===== src/inc/timer_pkg.sv =====
// constants, register map and phase type for the 8-bit timer/prescaler
package timer_pkg;

  localparam int TIMER_W   = 8;
  localparam int PRE_W     = 8;
  localparam int RATE_W    = 3;
  localparam int DATA_W    = 32;
  localparam int ADDR_W    = 12;
  localparam int PORTA_W   = 6;

  // register indices; byte address is four times the index
  localparam logic [7:0] IDX_TIMER_COUNT      = 8'h01;
  localparam logic [7:0] IDX_INTERRUPT_CTRL   = 8'h0B;
  localparam logic [7:0] IDX_OPTION_CTRL      = 8'h81;
  localparam logic [7:0] IDX_PORT_A_DIRECTION = 8'h85;
  localparam logic [7:0] IDX_IRQ_STATUS       = 8'hC0;
  localparam logic [7:0] IDX_IRQ_CLEAR        = 8'hC1;
  localparam logic [7:0] IDX_IRQ_ENABLE       = 8'hC2;

  localparam logic [ADDR_W-1:0] ADDR_TIMER_COUNT      =
    {2'h0, IDX_TIMER_COUNT, 2'h0};
  localparam logic [ADDR_W-1:0] ADDR_INTERRUPT_CTRL   =
    {2'h0, IDX_INTERRUPT_CTRL, 2'h0};
  localparam logic [ADDR_W-1:0] ADDR_OPTION_CTRL      =
    {2'h0, IDX_OPTION_CTRL, 2'h0};
  localparam logic [ADDR_W-1:0] ADDR_PORT_A_DIRECTION =
    {2'h0, IDX_PORT_A_DIRECTION, 2'h0};
  localparam logic [ADDR_W-1:0] ADDR_IRQ_STATUS       =
    {2'h0, IDX_IRQ_STATUS, 2'h0};
  localparam logic [ADDR_W-1:0] ADDR_IRQ_CLEAR        =
    {2'h0, IDX_IRQ_CLEAR, 2'h0};
  localparam logic [ADDR_W-1:0] ADDR_IRQ_ENABLE       =
    {2'h0, IDX_IRQ_ENABLE, 2'h0};

  // option register fields
  localparam int OPT_SOURCE_BIT = 5;
  localparam int OPT_EDGE_BIT   = 4;
  localparam int OPT_ASSIGN_BIT = 3;
  localparam int OPT_RATE_LSB   = 0;

  // interrupt control fields
  localparam int INTC_FLAG_BIT   = 2;
  localparam int INTC_ENABLE_BIT = 5;
  localparam int IRQ_OVERFLOW_BIT = 0;

  localparam logic [7:0]         RST_TIMER_COUNT = 8'h00;
  localparam logic [7:0]         RST_INTC        = 8'h00;
  localparam logic [7:0]         RST_OPTION      = 8'hFF;
  localparam logic [PORTA_W-1:0] RST_PORT_A_DIR  = 6'h3F;

  localparam logic [7:0] COUNT_MAX = 8'hFF;

  // instruction cycles for which a count write blocks counting
  localparam logic [1:0] INHIBIT_CYCLES = 2'h2;

  typedef enum logic [3:0] {
    phase_q1 = 4'h1,
    phase_q2 = 4'h2,
    phase_q3 = 4'h4,
    phase_q4 = 4'h8
  } qphase_t;

endpackage : timer_pkg


===== src/hdl/eight_bit_timer_prescaler.sv =====
// 8-bit timer/counter with shared watchdog prescaler and APB registers
//
// Overview of operation
// - internal source counts every instruction cycle
// - count write blocks counting two instruction cycles
// - external source counts selected pin edges
// - edge bit set falling, clear rising
// - rollover from max to zero sets flag
// - interrupt gated by enable; flag sticky
// - counter halted during sleep
// - counter input sampled on Q2 and Q4
// - unscaled external input feeds counter directly
// - assign bit routes prescaler watchdog or timer
// - timer prescale two to rate plus one
// - watchdog prescale two to the rate
// - prescaler is hidden eight-bit counter
// - count write clears timer-assigned prescaler
// - watchdog clear also clears assigned prescaler
module eight_bit_timer_prescaler #(
  parameter int TIMER_W = timer_pkg::TIMER_W,
  parameter int PRE_W   = timer_pkg::PRE_W
) (
  input  wire logic                          pclk,
  input  wire logic                          presetn,
  input  wire logic                          psel,
  input  wire logic                          penable,
  input  wire logic                          pwrite,
  input  wire logic [timer_pkg::ADDR_W-1:0]  paddr,
  input  wire logic [timer_pkg::DATA_W-1:0]  pwdata,
  output logic      [timer_pkg::DATA_W-1:0]  prdata,
  output logic                               pready,
  output logic                               pslverr,
  input  wire logic                          external_count_pin,
  input  wire logic                          sleep_mode,
  input  wire logic                          clear_watchdog_instruction,
  input  wire logic                          watchdog_time_base,
  output logic                               watchdog_tick,
  output logic                               watchdog_clear,
  output logic                               instr_cycle,
  output logic                               irq,
  output logic      [timer_pkg::PORTA_W-1:0] port_a_direction
);

  logic [TIMER_W-1:0]            timer_count;
  logic [7:0]                    interrupt_control;
  logic [7:0]                    timer_option_control;
  logic [PRE_W-1:0]              prescaler;
  logic [1:0]                    inhibit_cnt;
  logic                          pending;
  logic                          ext_meta;
  logic                          ext_sync;
  logic                          ext_prev;
  timer_pkg::qphase_t            phase;
  timer_pkg::qphase_t            next_phase;
  logic [7:0]                    next_intc;
  logic [timer_pkg::DATA_W-1:0]  next_rdata;

  // divide-by-field mask: low (rate + extra) bits set
  function automatic logic [PRE_W-1:0] rate_mask(
    input logic [timer_pkg::RATE_W-1:0] rate,
    input logic                         extra
  );
    logic [PRE_W:0]             m;
    logic [timer_pkg::RATE_W:0] sh;
    // one bit wider so that rate 7 plus one still reaches eight
    sh = {1'b0, rate} + {{timer_pkg::RATE_W{1'b0}}, extra};
    m  = ({{PRE_W{1'b0}}, 1'b1} << sh) - 1'b1;
    return m[PRE_W-1:0];
  endfunction : rate_mask

  function automatic logic addr_is(
    input logic [timer_pkg::ADDR_W-1:0] a,
    input logic [timer_pkg::ADDR_W-1:0] reg_addr
  );
    return a == reg_addr;
  endfunction : addr_is

  // option and interrupt control fields
  wire                          src_external =
    timer_option_control[timer_pkg::OPT_SOURCE_BIT];
  wire                          edge_falling =
    timer_option_control[timer_pkg::OPT_EDGE_BIT];
  wire                          to_watchdog  =
    timer_option_control[timer_pkg::OPT_ASSIGN_BIT];
  wire [timer_pkg::RATE_W-1:0]  rate_field   =
    timer_option_control[timer_pkg::OPT_RATE_LSB +: timer_pkg::RATE_W];
  wire                          ovf_flag     =
    interrupt_control[timer_pkg::INTC_FLAG_BIT];
  wire                          ovf_enable   =
    interrupt_control[timer_pkg::INTC_ENABLE_BIT];

  // apb decode
  wire access   = psel & penable;
  wire wr       = access & pwrite;
  wire hit_cnt  = addr_is(paddr, timer_pkg::ADDR_TIMER_COUNT);
  wire hit_intc = addr_is(paddr, timer_pkg::ADDR_INTERRUPT_CTRL);
  wire hit_opt  = addr_is(paddr, timer_pkg::ADDR_OPTION_CTRL);
  wire hit_dir  = addr_is(paddr, timer_pkg::ADDR_PORT_A_DIRECTION);
  wire hit_sts  = addr_is(paddr, timer_pkg::ADDR_IRQ_STATUS);
  wire hit_clr  = addr_is(paddr, timer_pkg::ADDR_IRQ_CLEAR);
  wire hit_ena  = addr_is(paddr, timer_pkg::ADDR_IRQ_ENABLE);
  wire hit_any  = hit_cnt | hit_intc | hit_opt | hit_dir |
                  hit_sts | hit_clr | hit_ena;
  wire wr_cnt   = wr & hit_cnt;
  wire wr_intc  = wr & hit_intc;
  wire wr_opt   = wr & hit_opt;
  wire wr_dir   = wr & hit_dir;
  wire wr_clr   = wr & hit_clr;
  wire wr_ena   = wr & hit_ena;

  assign pready  = 1'b1;
  assign pslverr = access & ~hit_any;

  // instruction cycle phases
  wire q2_strobe = (phase == timer_pkg::phase_q2);
  wire q4_strobe = (phase == timer_pkg::phase_q4);
  wire sample    = q2_strobe | q4_strobe;

  always_comb begin
    case (phase)
      timer_pkg::phase_q1: next_phase = timer_pkg::phase_q2;
      timer_pkg::phase_q2: next_phase = timer_pkg::phase_q3;
      timer_pkg::phase_q3: next_phase = timer_pkg::phase_q4;
      timer_pkg::phase_q4: next_phase = timer_pkg::phase_q1;
      default:             next_phase = timer_pkg::phase_q1;
    endcase
  end

  // pin edge detection after the synchroniser
  wire rise_edge = ext_sync & ~ext_prev;
  wire fall_edge = ~ext_sync & ext_prev;
  wire ext_edge  = edge_falling ? fall_edge : rise_edge;

  // counter source, halted in sleep
  wire timer_src = ~sleep_mode &
                   (src_external ? ext_edge : q4_strobe);

  // shared prescaler
  wire             pre_in    = to_watchdog ? watchdog_time_base
                                           : timer_src;
  wire [PRE_W-1:0] pre_mask  = rate_mask(rate_field, ~to_watchdog);
  wire             pre_out   = pre_in & ((prescaler & pre_mask) == pre_mask);
  wire             pre_clear = (to_watchdog & clear_watchdog_instruction) |
                               (~to_watchdog & wr_cnt);

  // event reaching the counter and the actual increment
  wire timer_evt = to_watchdog ? timer_src : pre_out;
  wire incr      = pending & sample & ~sleep_mode &
                   (inhibit_cnt == 2'h0);
  // a count write wins over the increment, so no rollover then
  wire overflow  = incr & ~wr_cnt &
                   (timer_count == timer_pkg::COUNT_MAX);

  // interrupt control; hardware set wins over software clear
  always_comb begin
    next_intc = interrupt_control;
    if (wr_intc) begin
      next_intc = pwdata[7:0];
    end
    if (wr_ena) begin
      next_intc[timer_pkg::INTC_ENABLE_BIT] =
        pwdata[timer_pkg::IRQ_OVERFLOW_BIT];
    end
    if (wr_clr && pwdata[timer_pkg::IRQ_OVERFLOW_BIT]) begin
      next_intc[timer_pkg::INTC_FLAG_BIT] = 1'b0;
    end
    if (overflow) begin
      next_intc[timer_pkg::INTC_FLAG_BIT] = 1'b1;
    end
  end

  assign irq = ovf_flag & ovf_enable;

  // read data, captured in the setup phase
  always_comb begin
    next_rdata = '0;
    if (hit_cnt) begin
      next_rdata[TIMER_W-1:0] = timer_count;
    end
    if (hit_intc) begin
      next_rdata[7:0] = interrupt_control;
    end
    if (hit_opt) begin
      next_rdata[7:0] = timer_option_control;
    end
    if (hit_dir) begin
      next_rdata[timer_pkg::PORTA_W-1:0] = port_a_direction;
    end
    if (hit_sts) begin
      next_rdata[timer_pkg::IRQ_OVERFLOW_BIT] = ovf_flag;
    end
    if (hit_ena) begin
      next_rdata[timer_pkg::IRQ_OVERFLOW_BIT] = ovf_enable;
    end
  end

  always_ff @(posedge pclk or negedge presetn) begin
    if (!presetn) begin
      prdata <= '0;
    end else if (psel && !penable && !pwrite) begin
      prdata <= next_rdata;
    end
  end

  always_ff @(posedge pclk or negedge presetn) begin
    if (!presetn) begin
      ext_meta <= 1'b0;
      ext_sync <= 1'b0;
      ext_prev <= 1'b0;
    end else begin
      ext_meta <= external_count_pin;
      ext_sync <= ext_meta;
      ext_prev <= ext_sync;
    end
  end

  always_ff @(posedge pclk or negedge presetn) begin
    if (!presetn) begin
      phase <= timer_pkg::phase_q1;
    end else begin
      phase <= next_phase;
    end
  end

  always_ff @(posedge pclk or negedge presetn) begin
    if (!presetn) begin
      timer_option_control <= timer_pkg::RST_OPTION;
      port_a_direction     <= timer_pkg::RST_PORT_A_DIR;
      interrupt_control    <= timer_pkg::RST_INTC;
    end else begin
      interrupt_control <= next_intc;
      if (wr_opt) begin
        timer_option_control <= pwdata[7:0];
      end
      if (wr_dir) begin
        port_a_direction <= pwdata[timer_pkg::PORTA_W-1:0];
      end
    end
  end

  // hidden prescaler, no bus path
  always_ff @(posedge pclk or negedge presetn) begin
    if (!presetn) begin
      prescaler <= '0;
    end else if (pre_clear) begin
      prescaler <= '0;
    end else if (pre_in) begin
      prescaler <= prescaler + 1'b1;
    end
  end

  // event waits for the next Q2 or Q4 sample
  always_ff @(posedge pclk or negedge presetn) begin
    if (!presetn) begin
      pending <= 1'b0;
    end else begin
      pending <= timer_evt | (pending & ~sample);
    end
  end

  always_ff @(posedge pclk or negedge presetn) begin
    if (!presetn) begin
      inhibit_cnt <= 2'h0;
    end else if (wr_cnt) begin
      inhibit_cnt <= timer_pkg::INHIBIT_CYCLES;
    end else if (q4_strobe && inhibit_cnt != 2'h0) begin
      inhibit_cnt <= inhibit_cnt - 1'b1;
    end
  end

  always_ff @(posedge pclk or negedge presetn) begin
    if (!presetn) begin
      timer_count <= timer_pkg::RST_TIMER_COUNT;
    end else if (wr_cnt) begin
      timer_count <= pwdata[TIMER_W-1:0];
    end else if (incr) begin
      timer_count <= timer_count + 1'b1;
    end
  end

  // watchdog side outputs
  always_ff @(posedge pclk or negedge presetn) begin
    if (!presetn) begin
      watchdog_tick  <= 1'b0;
      watchdog_clear <= 1'b0;
      instr_cycle    <= 1'b0;
    end else begin
      watchdog_tick  <= to_watchdog ? pre_out : watchdog_time_base;
      watchdog_clear <= clear_watchdog_instruction;
      instr_cycle    <= q4_strobe;
    end
  end
endmodule : eight_bit_timer_prescaler


===== config.mk =====
export PLATFORM = sky130hd
export DESIGN_NAME = eight_bit_timer_prescaler
export DESIGN_NICKNAME = d
export VERILOG_FILES = /design/src/inc/timer_pkg.sv /design/src/hdl/eight_bit_timer_prescaler.sv
export SDC_FILE = /design/constraint.sdc
export NUM_CORES = 1
export LEC_CHECK = 0
export BUFFER_PORTS_ARGS = -buffer_cell sky130_fd_sc_hd__buf_2
export CORE_ASPECT_RATIO = 0.6
export CORE_MARGIN = 3
export CORE_UTILIZATION = 36
export DETAILED_ROUTE_END_ITERATION = 10
export SYNTH_ARGS = -nofsm -noshare
export SYNTH_HDL_FRONTEND = slang
export SYNTH_SLANG_ARGS = --single-unit

===== constraint.sdc =====
create_clock -name pclk -period 4.1 [get_ports pclk]
set_clock_uncertainty 0.1 [all_clocks]
set_input_delay 0.205 -clock pclk [delete_from_list [all_inputs] [get_ports pclk]]
set_output_delay 0.205 -clock pclk [all_outputs]
set_load 0.005 [all_outputs]

==> metrics.yaml, run 1 <==
global_route:
  globalRoute.totalOverflow: 0
  grt.met2_usage: 0.219
  grt_max_degree: 60
  grt_antenna_before_repair: 0
  globalRoute.busiestLayer: "met1"
  grt_util_overall: 0.156
  via_count_of_the_first_global_routing_pass: 2501
  met3_usage: 0.0483
  grt_first_pass_wirelength_mm: 13.1
  global_route.usage.met1: 0.226
yosys:
  synth_top_area_share: 0.318
  synthesis.area_um2: 3470
  synth_commonest_cells: "sky130_fd_sc_hd__dfrtp_1 (44), sky130_fd_sc_hd__nand2_1 (29), sky130_fd_sc_hd__nor2_1 (26), sky130_fd_sc_hd__buf_4 (25), sky130_fd_sc_hd__mux2_2 (23)"
  sequential_cell_area_fraction_in_the_yosys_report: 0.431
  synth.distinct_cells: 59
  post-synth-top-area-cell: "sky130_fd_sc_hd__dfrtp_1"
  post_synth_inst_count: 344
  dominantRegCellSynth: "sky130_fd_sc_hd__dfrtp_1"
  avgSynthCellArea_um2: 10.1
  yosys-top-cells-area: "sky130_fd_sc_hd__dfrtp_1 (32%), sky130_fd_sc_hd__dfstp_2 (11%), sky130_fd_sc_hd__mux2_2 (7.5%), sky130_fd_sc_hd__buf_4 (5.4%), sky130_fd_sc_hd__nand2_1 (3.1%)"
  synth_async_sr_flop_share: 1.00
  yosys_warnings: 0
  yosys.cell_count.top_type: "sky130_fd_sc_hd__dfrtp_1"
  synth_seq_cells: 59
  synth-edff-count: 0
worst_setup_path:
  cpPeakStageDelay_ns: 0.58
  worst_ep_arrival_time_ns: 3.71
  critical_path.startpoint_type: "register"
  reg2reg_setup_slack_ns: 0.53
  worstPathBufferInverterCount: 1
  crit-reg2reg-launch: "timer_option_control[3]"
  critical_path_class: "register to register"
  crit_required_ns: 4.24
  crit_slowest_cell: "sky130_fd_sc_hd__dfstp_2"
  rr_endpoint: "pending"
  timing.critical_path.max_delay_family: "compound AO/OA/AOI/OAI gates"
  cp_cell_sequence: "inv_1 -> ha_1 -> and2_1 -> o21ai_0 -> nand3_1 -> ha_1 -> nor2b_1 -> nor2b_1 -> a2111oi_0 -> o211ai_1 -> o21ai_0"
  cp-end-kind: "register"
  number_of_cells_on_the_worst_reg_to_reg_path: 11
  timing.critical_path.fanout_max: 9
run:
  max-cap-violations: 0
drt:
  vias_per_cell: 5.17
  drt.antenna.violating_nets: 0
  routed_len_inst_um: 15.3
  vias_after_detailed_routing: 2730
  post-route-drc-count: 0
  drt_first_pass_iters: 6
  drt_first_iter_violations: 247
  routed_wirelength_mm: 8.06
floorplanning:
  die_height_um: 82
  core_um2: 9260
  die_area_um2: 10900
  row_count: 27
  die_width_um: 133
  ioPinCount: 97
  initial_core_util: 0.374
clock_network:
  cts_buffer_depth: 2
  clock-sinks: 59
  cts_tree: "done"
  number_of_buffers_inserted_during_clock_tree_synthesis: 9
  cts_htree_levels: 3
  clk_root_buffer_cell: "sky130_fd_sc_hd__clkbuf_16"
  clkSlewWorstSetupHoldPaths_ns: 0.06
  worstSkewPairLatency_ns: 0.33
  post_cts.resized_instances: 0
power_and_ir_drop:
  swShare: 0.243
  power.share.combinational: 0.095
  p_int_mw: 1.31
  power.share.clock: 0.507
  seq_power_share: 0.398
  max-vdd-ir-drop_v: 0.000197
  power_density_nw_per_um2: 422
  power.net_switching_uw: 419
  static-leakage-power_nw: 1.81
cells_and_area:
  antenna-diode-count: 0
  area_growth_syn_to_layout_pct: 17.8
  fin_nets: 453
  multi_input_comb_area_um2: 1780
  register_area_um2: 1500
  post_route_cells_drive_above_1_share: 0.291
  fillerInstances: 917
sta:
  final_setup_tns_ns: 0
  worst_slack_ns: 0.526
  grt_setup_unrepaired: "no"
  hold_violations: 0
  final-setup-viol-count: 0
  slew_violations: 0
  fin_crit_ns: 3.57
  slew_headroom: 0.416
  tightest_slew_ns: 0.864
  finalCritPeriodShare: 0.872
  peak_freq_mhz: 280
worst_hold_path:
  hold_path.class: "primary input to register"
  min_from: "pwdata[7]"
  whs_endpoint: "timer_count[7]"
  worst_hold_path.num_cells: 3
placed_design:
  port_buffers: 47
  detailed_place_hpwl_mm: 5.90
  dp_worst_setup_slack_ns: 0.629
  gp_congestion: 0.862
outcome:
  outcome: "finished, final reports clean"
[how the worst max path moves through the flow]
stage	startpoint	end	cells after the start
CTS	timer_option_control[3]	pending	11
floorplan	timer_option_control[3]	pending	12
global route	timer_option_control[3]	pending	11
global placement	timer_option_control[3]	pending	11
finish	timer_option_control[3]	pending	11
detailed placement	timer_option_control[3]	pending	11
[per-stage QoR]
stage / cells / total power [mW] / hold WS, ns / util / area (um^2)
global placement: 509 / 0.852 / 0.220 / 0.400 / 3700
global route: 528 / 1.81 / 0.0348 / 0.441 / 4080
CTS: 528 / 1.75 / 0.00784 / 0.441 / 4080
detailed placement: 509 / 0.856 / 0.216 / 0.400 / 3700
finish: 528 / 1.72 / 0.0214 / 0.441 / 4080
floorplan: 367 / 0.803 / -0.191 / - / 3550
[metal layers]
layer | up-vias | routed length (um) | part of all wire
met5 | - | 0 | 0
met4 | 0 | 108 | 0.013
met3 | 11 | 507 | 0.063
li1 | 1300 | - | -
met2 | 109 | 3270 | 0.41
met1 | 1310 | 4170 | 0.52
[cell type report]
type	instances	area share
multi-input cells	266	0.435
flip-flops and latches	59	0.366
repair buffers	52	0.0686
clock buffers	9	0.0552
well taps	130	0.0398
clock inverters	7	0.0303
inverters	5	0.00460
[cell usage in the layout (no fill, tap or decap), types with 9 or more instances in the layout]
master                      instances
sky130_fd_sc_hd__a21oi_1           11
sky130_fd_sc_hd__o21ai_0           21
sky130_fd_sc_hd__xor2_1            12
sky130_fd_sc_hd__dfstp_2           15
sky130_fd_sc_hd__nand2_1           29
sky130_fd_sc_hd__clkbuf_16          9
sky130_fd_sc_hd__nand3_1           12
sky130_fd_sc_hd__dfrtp_1           44
sky130_fd_sc_hd__nor2_1            26
sky130_fd_sc_hd__buf_2             47
sky130_fd_sc_hd__conb_1            25
sky130_fd_sc_hd__mux2_2            23
[repair_timing]
item / in CTS / in global routing
hold buffers: 3 / 0
endpoints found under the hold margin: 46 / 0
setup buffers: 0 / 0
[sequential cells by signal, indices dropped and copies added (netlist names)]
register              count
timer_option_control      8
watchdog_tick             1
watchdog_clear            1
ext_sync                  1
timer_count               8
phase                     4
instr_cycle               1
ext_meta                  1
prdata                    8
pending                   1
ext_prev                  1
inhibit_cnt               2
interrupt_control         8
port_a_direction          6
prescaler                 8
[cell families (layout without fill, tap and decap cells)]
logic type / after synthesis / after routing / share of synthesized area
buf+inv: 42 / 73 / 0.0809
compound gates: 65 / 65 / 0.127
simple gates: 123 / 123 / 0.198
flops: 59 / 59 / 0.431
fa+ha+maj: 7 / 7 / 0.0253
xor+xnor: 18 / 18 / 0.0455
other cells: 2 / 25 / 0.00217
mux: 28 / 28 / 0.0892
[worst min-delay path: stages]
cell,delay [ns]
sky130_fd_sc_hd__buf_2,0.10
sky130_fd_sc_hd__nand2_1,0.05
sky130_fd_sc_hd__o21ai_0,0.06
[power by group through the flow]
stage                     registers (mW)  clock network, mW  logic [mW]
final                              0.687              0.874       0.163
after global routing               0.697              0.924       0.190
after CTS                          0.686              0.898       0.164
after detailed placement           0.695                  0       0.161
after global placement             0.695                  0       0.157
after floorplan                    0.674                  0       0.129
Power figures use the tool's default switching activity.
==> run 2, diff against run 1 <==
Settings changed: ABC_AREA set to 1.
==> metrics.yaml, run 2 <==
worst_setup_path:
  critical_path.startpoint_type: "register"
  cpPeakStageDelay_ns: 0.54
  timing.critical_path.fanout_max: 8
  worstPathBufferInverterCount: 1
  crit_required_ns: 4.27
  timing.critical_path.max_delay_family: "simple AND/OR/NAND/NOR gates"
  worst_ep_arrival_time_ns: 3.00
  critical_path_class: "register to register"
  cp-end-kind: "register"
  crit_slowest_cell: "sky130_fd_sc_hd__dfstp_2"
  cp_cell_sequence: "clkinv_1 -> ha_1 -> ha_1 -> nand2_2 -> nand2_2 -> nor2_4 -> nand2_2 -> ha_1 -> nand2_1 -> nor2_1 -> o21ai_0 -> nand3_1 -> o21bai_1 -> nand2_1 -> nand2_1"
sta:
  slew_headroom: 0.506
  hold_violations: 0
  final-setup-viol-count: 0
  slew_violations: 0
  final_setup_tns_ns: 0
  grt_setup_unrepaired: "no"
  tightest_slew_ns: 0.736
  finalCritPeriodShare: 0.690
  fin_crit_ns: 2.83
  peak_freq_mhz: 353
drt:
  routed_wirelength_mm: 9.23
  routed_len_inst_um: 14.0
  drt.antenna.violating_nets: 0
  drt_first_iter_violations: 250
  vias_per_cell: 4.86
  drt_first_pass_iters: 4
  vias_after_detailed_routing: 3210
  post-route-drc-count: 0
power_and_ir_drop:
  max-vdd-ir-drop_v: 0.000187
  static-leakage-power_nw: 2.11
  power.total_mw: 1.57
  power_density_nw_per_um2: 371
global_route:
  globalRoute.totalOverflow: 0
  grt_util_overall: 0.176
  via_count_of_the_first_global_routing_pass: 3067
  grt_antenna_before_repair: 0
  grt_first_pass_wirelength_mm: 15.6
  grt_max_degree: 44
clock_network:
  cts_tree: "done"
  postCtsSetupBuffers: 0
  cts_buffer_depth: 2
  post_cts.resized_instances: 0
  worstSkewPairLatency_ns: 0.34
  cts_htree_levels: 3
  clkSlewWorstSetupHoldPaths_ns: 0.05
  number_of_buffers_inserted_during_clock_tree_synthesis: 9
  clock-sinks: 59
  clk_root_buffer_cell: "sky130_fd_sc_hd__clkbuf_16"
  holdBufCountCts: 4
yosys:
  sequential_cell_area_fraction_in_the_yosys_report: 0.409
  avgSynthCellArea_um2: 7.82
  synth_seq_cells: 59
  synth_top_area_share: 0.301
  synth.distinct_cells: 43
  dominantRegCellSynth: "sky130_fd_sc_hd__dfrtp_1"
  synth-edff-count: 0
  yosys.cell_count.top_type: "sky130_fd_sc_hd__nand2_1"
  yosys-top-cells-area: "sky130_fd_sc_hd__dfrtp_1 (30%), sky130_fd_sc_hd__nand2_1 (12%), sky130_fd_sc_hd__dfstp_2 (11%), sky130_fd_sc_hd__nand3_1 (6.3%), sky130_fd_sc_hd__inv_1 (6.2%)"
  post_synth_inst_count: 468
  synth_async_sr_flop_share: 1.00
  yosys_warnings: 0
  synth_commonest_cells: "sky130_fd_sc_hd__nand2_1 (118), sky130_fd_sc_hd__inv_1 (60), sky130_fd_sc_hd__nand3_1 (46), sky130_fd_sc_hd__dfrtp_1 (44), sky130_fd_sc_hd__nor2_1 (33)"
  post-synth-top-area-cell: "sky130_fd_sc_hd__dfrtp_1"
  synthesis.area_um2: 3660
cells_and_area:
  fillerInstances: 984
  mostFrequentLayoutCells: "sky130_fd_sc_hd__nand2_1 (118), sky130_fd_sc_hd__inv_1 (60), sky130_fd_sc_hd__buf_2 (47)"
  area_growth_syn_to_layout_pct: 16.1
  register_area_um2: 1500
  antenna-diode-count: 0
  fin_nets: 585
  layout_commonest_cell: "sky130_fd_sc_hd__nand2_1"
  post_route_cells_drive_above_1_share: 0.211
  multi_input_comb_area_um2: 1790
outcome:
  outcome: "finished, final reports clean"
floorplanning:
  core_um2: 9530
  die_height_um: 84.1
  die_area_um2: 11400
  ioPinCount: 97
  die_width_um: 136
  initial_core_util: 0.384
  row_count: 27
worst_hold_path:
  hold_path.class: "primary input to register"
placed_design:
  detailed_place_hpwl_mm: 7.11
  gp_congestion: 0.893
  port_buffers: 47
run:
  max-cap-violations: 0
==> run 2: final cells by class <==
class,count,share of cell area
Sequential cell,59,0.352
Clock buffer,10,0.0563
Timing Repair Buffer,52,0.0666
Tap cell,130,0.0383
Inverter,64,0.0566
Clock inverter,6,0.00972
Multi-Input combinational cell,339,0.421
==> run 2: where the power goes <==
| part | switching, mW | internal, mW |
|---|---|---|
| Clock | 0.276 | 0.423 |
| Combinational | 0.116 | 0.0725 |
| Sequential | 0.0524 | 0.635 |
==> run 2: metal layers <==
layer / part of all wire / vias to the layer above / track usage
li1: - / 1592 / -
met1: 0.52 / 1502 / 0.269
met2: 0.39 / 102 / 0.227
met3: 0.071 / 14 / 0.0590
met4: 0.016 / 0 / 0.0613
met5: 0 / - / 0
==> run 2: worst paths after layout <==
kind                                    startpoint                 endpoint  slack [ns]  depth (start not counted)
max in group asynchronous                  presetn  timer_option_control[5]        2.80                          3
min in group asynchronous                  presetn                prdata[2]        0.22                          2
setup reg to reg           timer_option_control[3]                  pending        1.27                         15
hold reg to reg                           ext_meta                 ext_sync        0.25                          0
setup / recovery           timer_option_control[3]                  pending        1.27                         15
hold / removal                           pwdata[4]           timer_count[4]        0.04                          3
==> run 2: logic make-up after synthesis <==
family / after synthesis / share of synthesized area
XOR/XNOR: 9 / 0.0215
AO/OA/AOI/OAI: 53 / 0.0941
AND/OR/NAND/NOR: 245 / 0.323
flip-flops: 59 / 0.409
buffers and inverters: 93 / 0.127
other: 2 / 0.00205
adder cells (fa/ha/maj): 7 / 0.0239
==> run 2: worst min-delay path: cells and delay by family <==
family	cells	cell delay (ns)
AO/OA/AOI/OAI	1	0.10
buffers and inverters	1	0.09
AND/OR/NAND/NOR	1	0.04
==> run 2: stage by stage <==
stage          cell area, um^2  setup slack [ns]   util  std cells  hold WS [ns]
3_5_place_dp              3930              1.25  0.412        640        0.0585
4_1_cts                   4250              1.23  0.446        660        0.0376
6_report                  4250              1.27  0.446        660        0.0382
3_3_place_gp              3930              1.30  0.412        640        0.0469
2_1_floorplan             3740              1.64      -        491        -0.191
5_1_grt                   4250             0.969  0.446        660        0.0570
==> run 3, diff against run 2 <==
Clock period 4.1 ns to 2.65 ns, I/O delays scaled along.
==> metrics.yaml, run 3 (synthesized netlist as in run 2, its figures left out) <==
floorplanning:
  die_width_um: 136
  die_area_um2: 11400
  core_um2: 9530
  row_count: 27
  die_height_um: 84.1
  ioPinCount: 97
  initial_core_util: 0.384
sta:
  worst_slack_ns: 0.164
  hold_violations: 0
  tightest_slew_ns: 0.750
  slew_violations: 0
  peak_freq_mhz: 402
  fin_crit_ns: 2.49
  slew_headroom: 0.500
  finalCritPeriodShare: 0.938
  final-setup-viol-count: 0
worst_hold_path:
  hold_path.class: "primary input to register"
  min_from: "pwrite"
drt:
  post-route-drc-count: 0
  drt.antenna.violating_nets: 0
  vias_per_cell: 4.85
  vias_after_detailed_routing: 3249
  drt_first_pass_iters: 5
  routed_len_inst_um: 13.8
  drt_first_iter_violations: 287
  routed_wirelength_mm: 9.25
worst_setup_path:
  timing.critical_path.from: "timer_option_control[0]"
  crit-reg2reg-launch: "timer_option_control[0]"
  crit_slowest_cell: "sky130_fd_sc_hd__dfstp_2"
  crit_required_ns: 2.82
  crit_path_frequent_cell: "sky130_fd_sc_hd__nand2_1"
  cp_cell_sequence: "ha_1 -> ha_2 -> inv_1 -> nand2_1 -> nand2_2 -> nor2_4 -> nand2_1 -> ha_2 -> inv_1 -> nand2_1 -> nand3_1 -> nand2_1 -> nor2_1 -> nand3_1 -> o21bai_1 -> nand2_1 -> nand2_1"
  timing.critical_path.fanout_max: 5
  critical_path.startpoint_type: "register"
  timing.critical_path.max_delay_family: "simple AND/OR/NAND/NOR gates"
  worst_ep_arrival_time_ns: 2.65
  cp-end-kind: "register"
  cpPeakStageDelay_ns: 0.57
  critical_path_class: "register to register"
  worstPathBufferInverterCount: 2
global_route:
  grt_first_pass_wirelength_mm: 15.4
  grt_util_overall: 0.171
  globalRoute.totalOverflow: 0
  grt_antenna_before_repair: 0
  grt_max_degree: 60
  via_count_of_the_first_global_routing_pass: 3040
clock_network:
  number_of_buffers_inserted_during_clock_tree_synthesis: 9
  clkSlewWorstSetupHoldPaths_ns: 0.05
  cts_buffer_depth: 2
  clock-sinks: 59
  worstSkewPairLatency_ns: 0.33
  clk_root_buffer_cell: "sky130_fd_sc_hd__clkbuf_16"
  cts_htree_levels: 3
  cts_tree: "done"
outcome:
  outcome: "finished, final reports clean"
cells_and_area:
  layout.core_utilization: 0.461
  design_area_um2: 4400
  layout_commonest_cell: "sky130_fd_sc_hd__nand2_1"
  fillerInstances: 968
  antenna-diode-count: 0
  post_route_cells_drive_above_1_share: 0.224
  area_growth_syn_to_layout_pct: 20.1
  register_area_um2: 1500
  fin_nets: 595
  layoutNonFillerInstCount: 670
  mostFrequentLayoutCells: "sky130_fd_sc_hd__nand2_1 (117), sky130_fd_sc_hd__inv_1 (60), sky130_fd_sc_hd__buf_2 (47)"
  multi_input_comb_area_um2: 1800
placed_design:
  dp_worst_setup_slack_ns: 0.0422
  port_buffers: 47
  gp_congestion: 0.902
  placedCellCount: 643
  place_area_um2: 3950
  detailed_place_hpwl_mm: 7.00
run:
  max-cap-violations: 0
power_and_ir_drop:
  power_density_nw_per_um2: 601
  static-leakage-power_nw: 2.18
  max-vdd-ir-drop_v: 0.000324
  power.total_mw: 2.64
==> run 3: worst reg2reg max path: stages, from the launching register on <==
cell and delay [ns]:
sky130_fd_sc_hd__dfstp_2 0.57, sky130_fd_sc_hd__ha_1 0.16, sky130_fd_sc_hd__ha_2 0.20, sky130_fd_sc_hd__inv_1 0.06, sky130_fd_sc_hd__nand2_1 0.09, sky130_fd_sc_hd__nand2_2 0.09, sky130_fd_sc_hd__nor2_4 0.15, sky130_fd_sc_hd__nand2_1 0.08
sky130_fd_sc_hd__ha_2 0.21, sky130_fd_sc_hd__inv_1 0.06, sky130_fd_sc_hd__nand2_1 0.05, sky130_fd_sc_hd__nand3_1 0.07, sky130_fd_sc_hd__nand2_1 0.05, sky130_fd_sc_hd__nor2_1 0.10, sky130_fd_sc_hd__nand3_1 0.11, sky130_fd_sc_hd__o21bai_1 0.15
sky130_fd_sc_hd__nand2_1 0.06, sky130_fd_sc_hd__nand2_1 0.06
==> run 3: per-layer routing <==
metal	track usage	vias up	part of all wire
li1	-	1609	-
met4	0.0393	0	0.0099
met2	0.226	101	0.40
met3	0.0518	11	0.080
met5	0	-	0
met1	0.267	1528	0.51
==> run 3: where the power goes <==
| part | switching (mW) | total [mW] | internal (mW) |
|---|---|---|---|
| Combinational | 0.187 | 0.306 | 0.119 |
| Sequential | 0.0736 | 1.06 | 0.983 |
| Clock | 0.405 | 1.28 | 0.874 |
==> run 3: area by class of cell <==
class | instances | area share
Clock buffer | 12 | 0.0584
Sequential cell | 59 | 0.340
Timing Repair Buffer | 62 | 0.0843
Tap cell | 130 | 0.0370
Inverter | 64 | 0.0547
Clock inverter | 4 | 0.0168
Multi-Input combinational cell | 339 | 0.409
==> run 3: repair_timing <==
| action | in CTS | in global routing |
|---|---|---|
| setup endpoints to repair | 0 | 2 |
| setup buffers | 0 | 2 |
| hold endpoints to repair | 54 | 0 |
| resized for setup | 0 | 5 |
| hold buffers | 9 | 0 |
==> run 3: per-stage QoR <==
stage	hold WS, ns	TNS, ns
2_1_floorplan	-0.263	0
3_3_place_gp	0.142	0
3_5_place_dp	0.144	0
4_1_cts	0.0334	0
5_1_grt	0.0574	-0.0291
6_report	0.0414	0
==> run 3: worst paths after layout <==
check	slack [ns]	to	depth (start not counted)
setup / recovery	0.16	pending	17
hold / removal	0.04	prdata[6]	4
setup reg to reg	0.16	pending	17
hold reg to reg	0.25	ext_sync	0
max in group asynchronous	1.57	timer_count[4]	3
min in group asynchronous	0.40	prescaler[1]	3
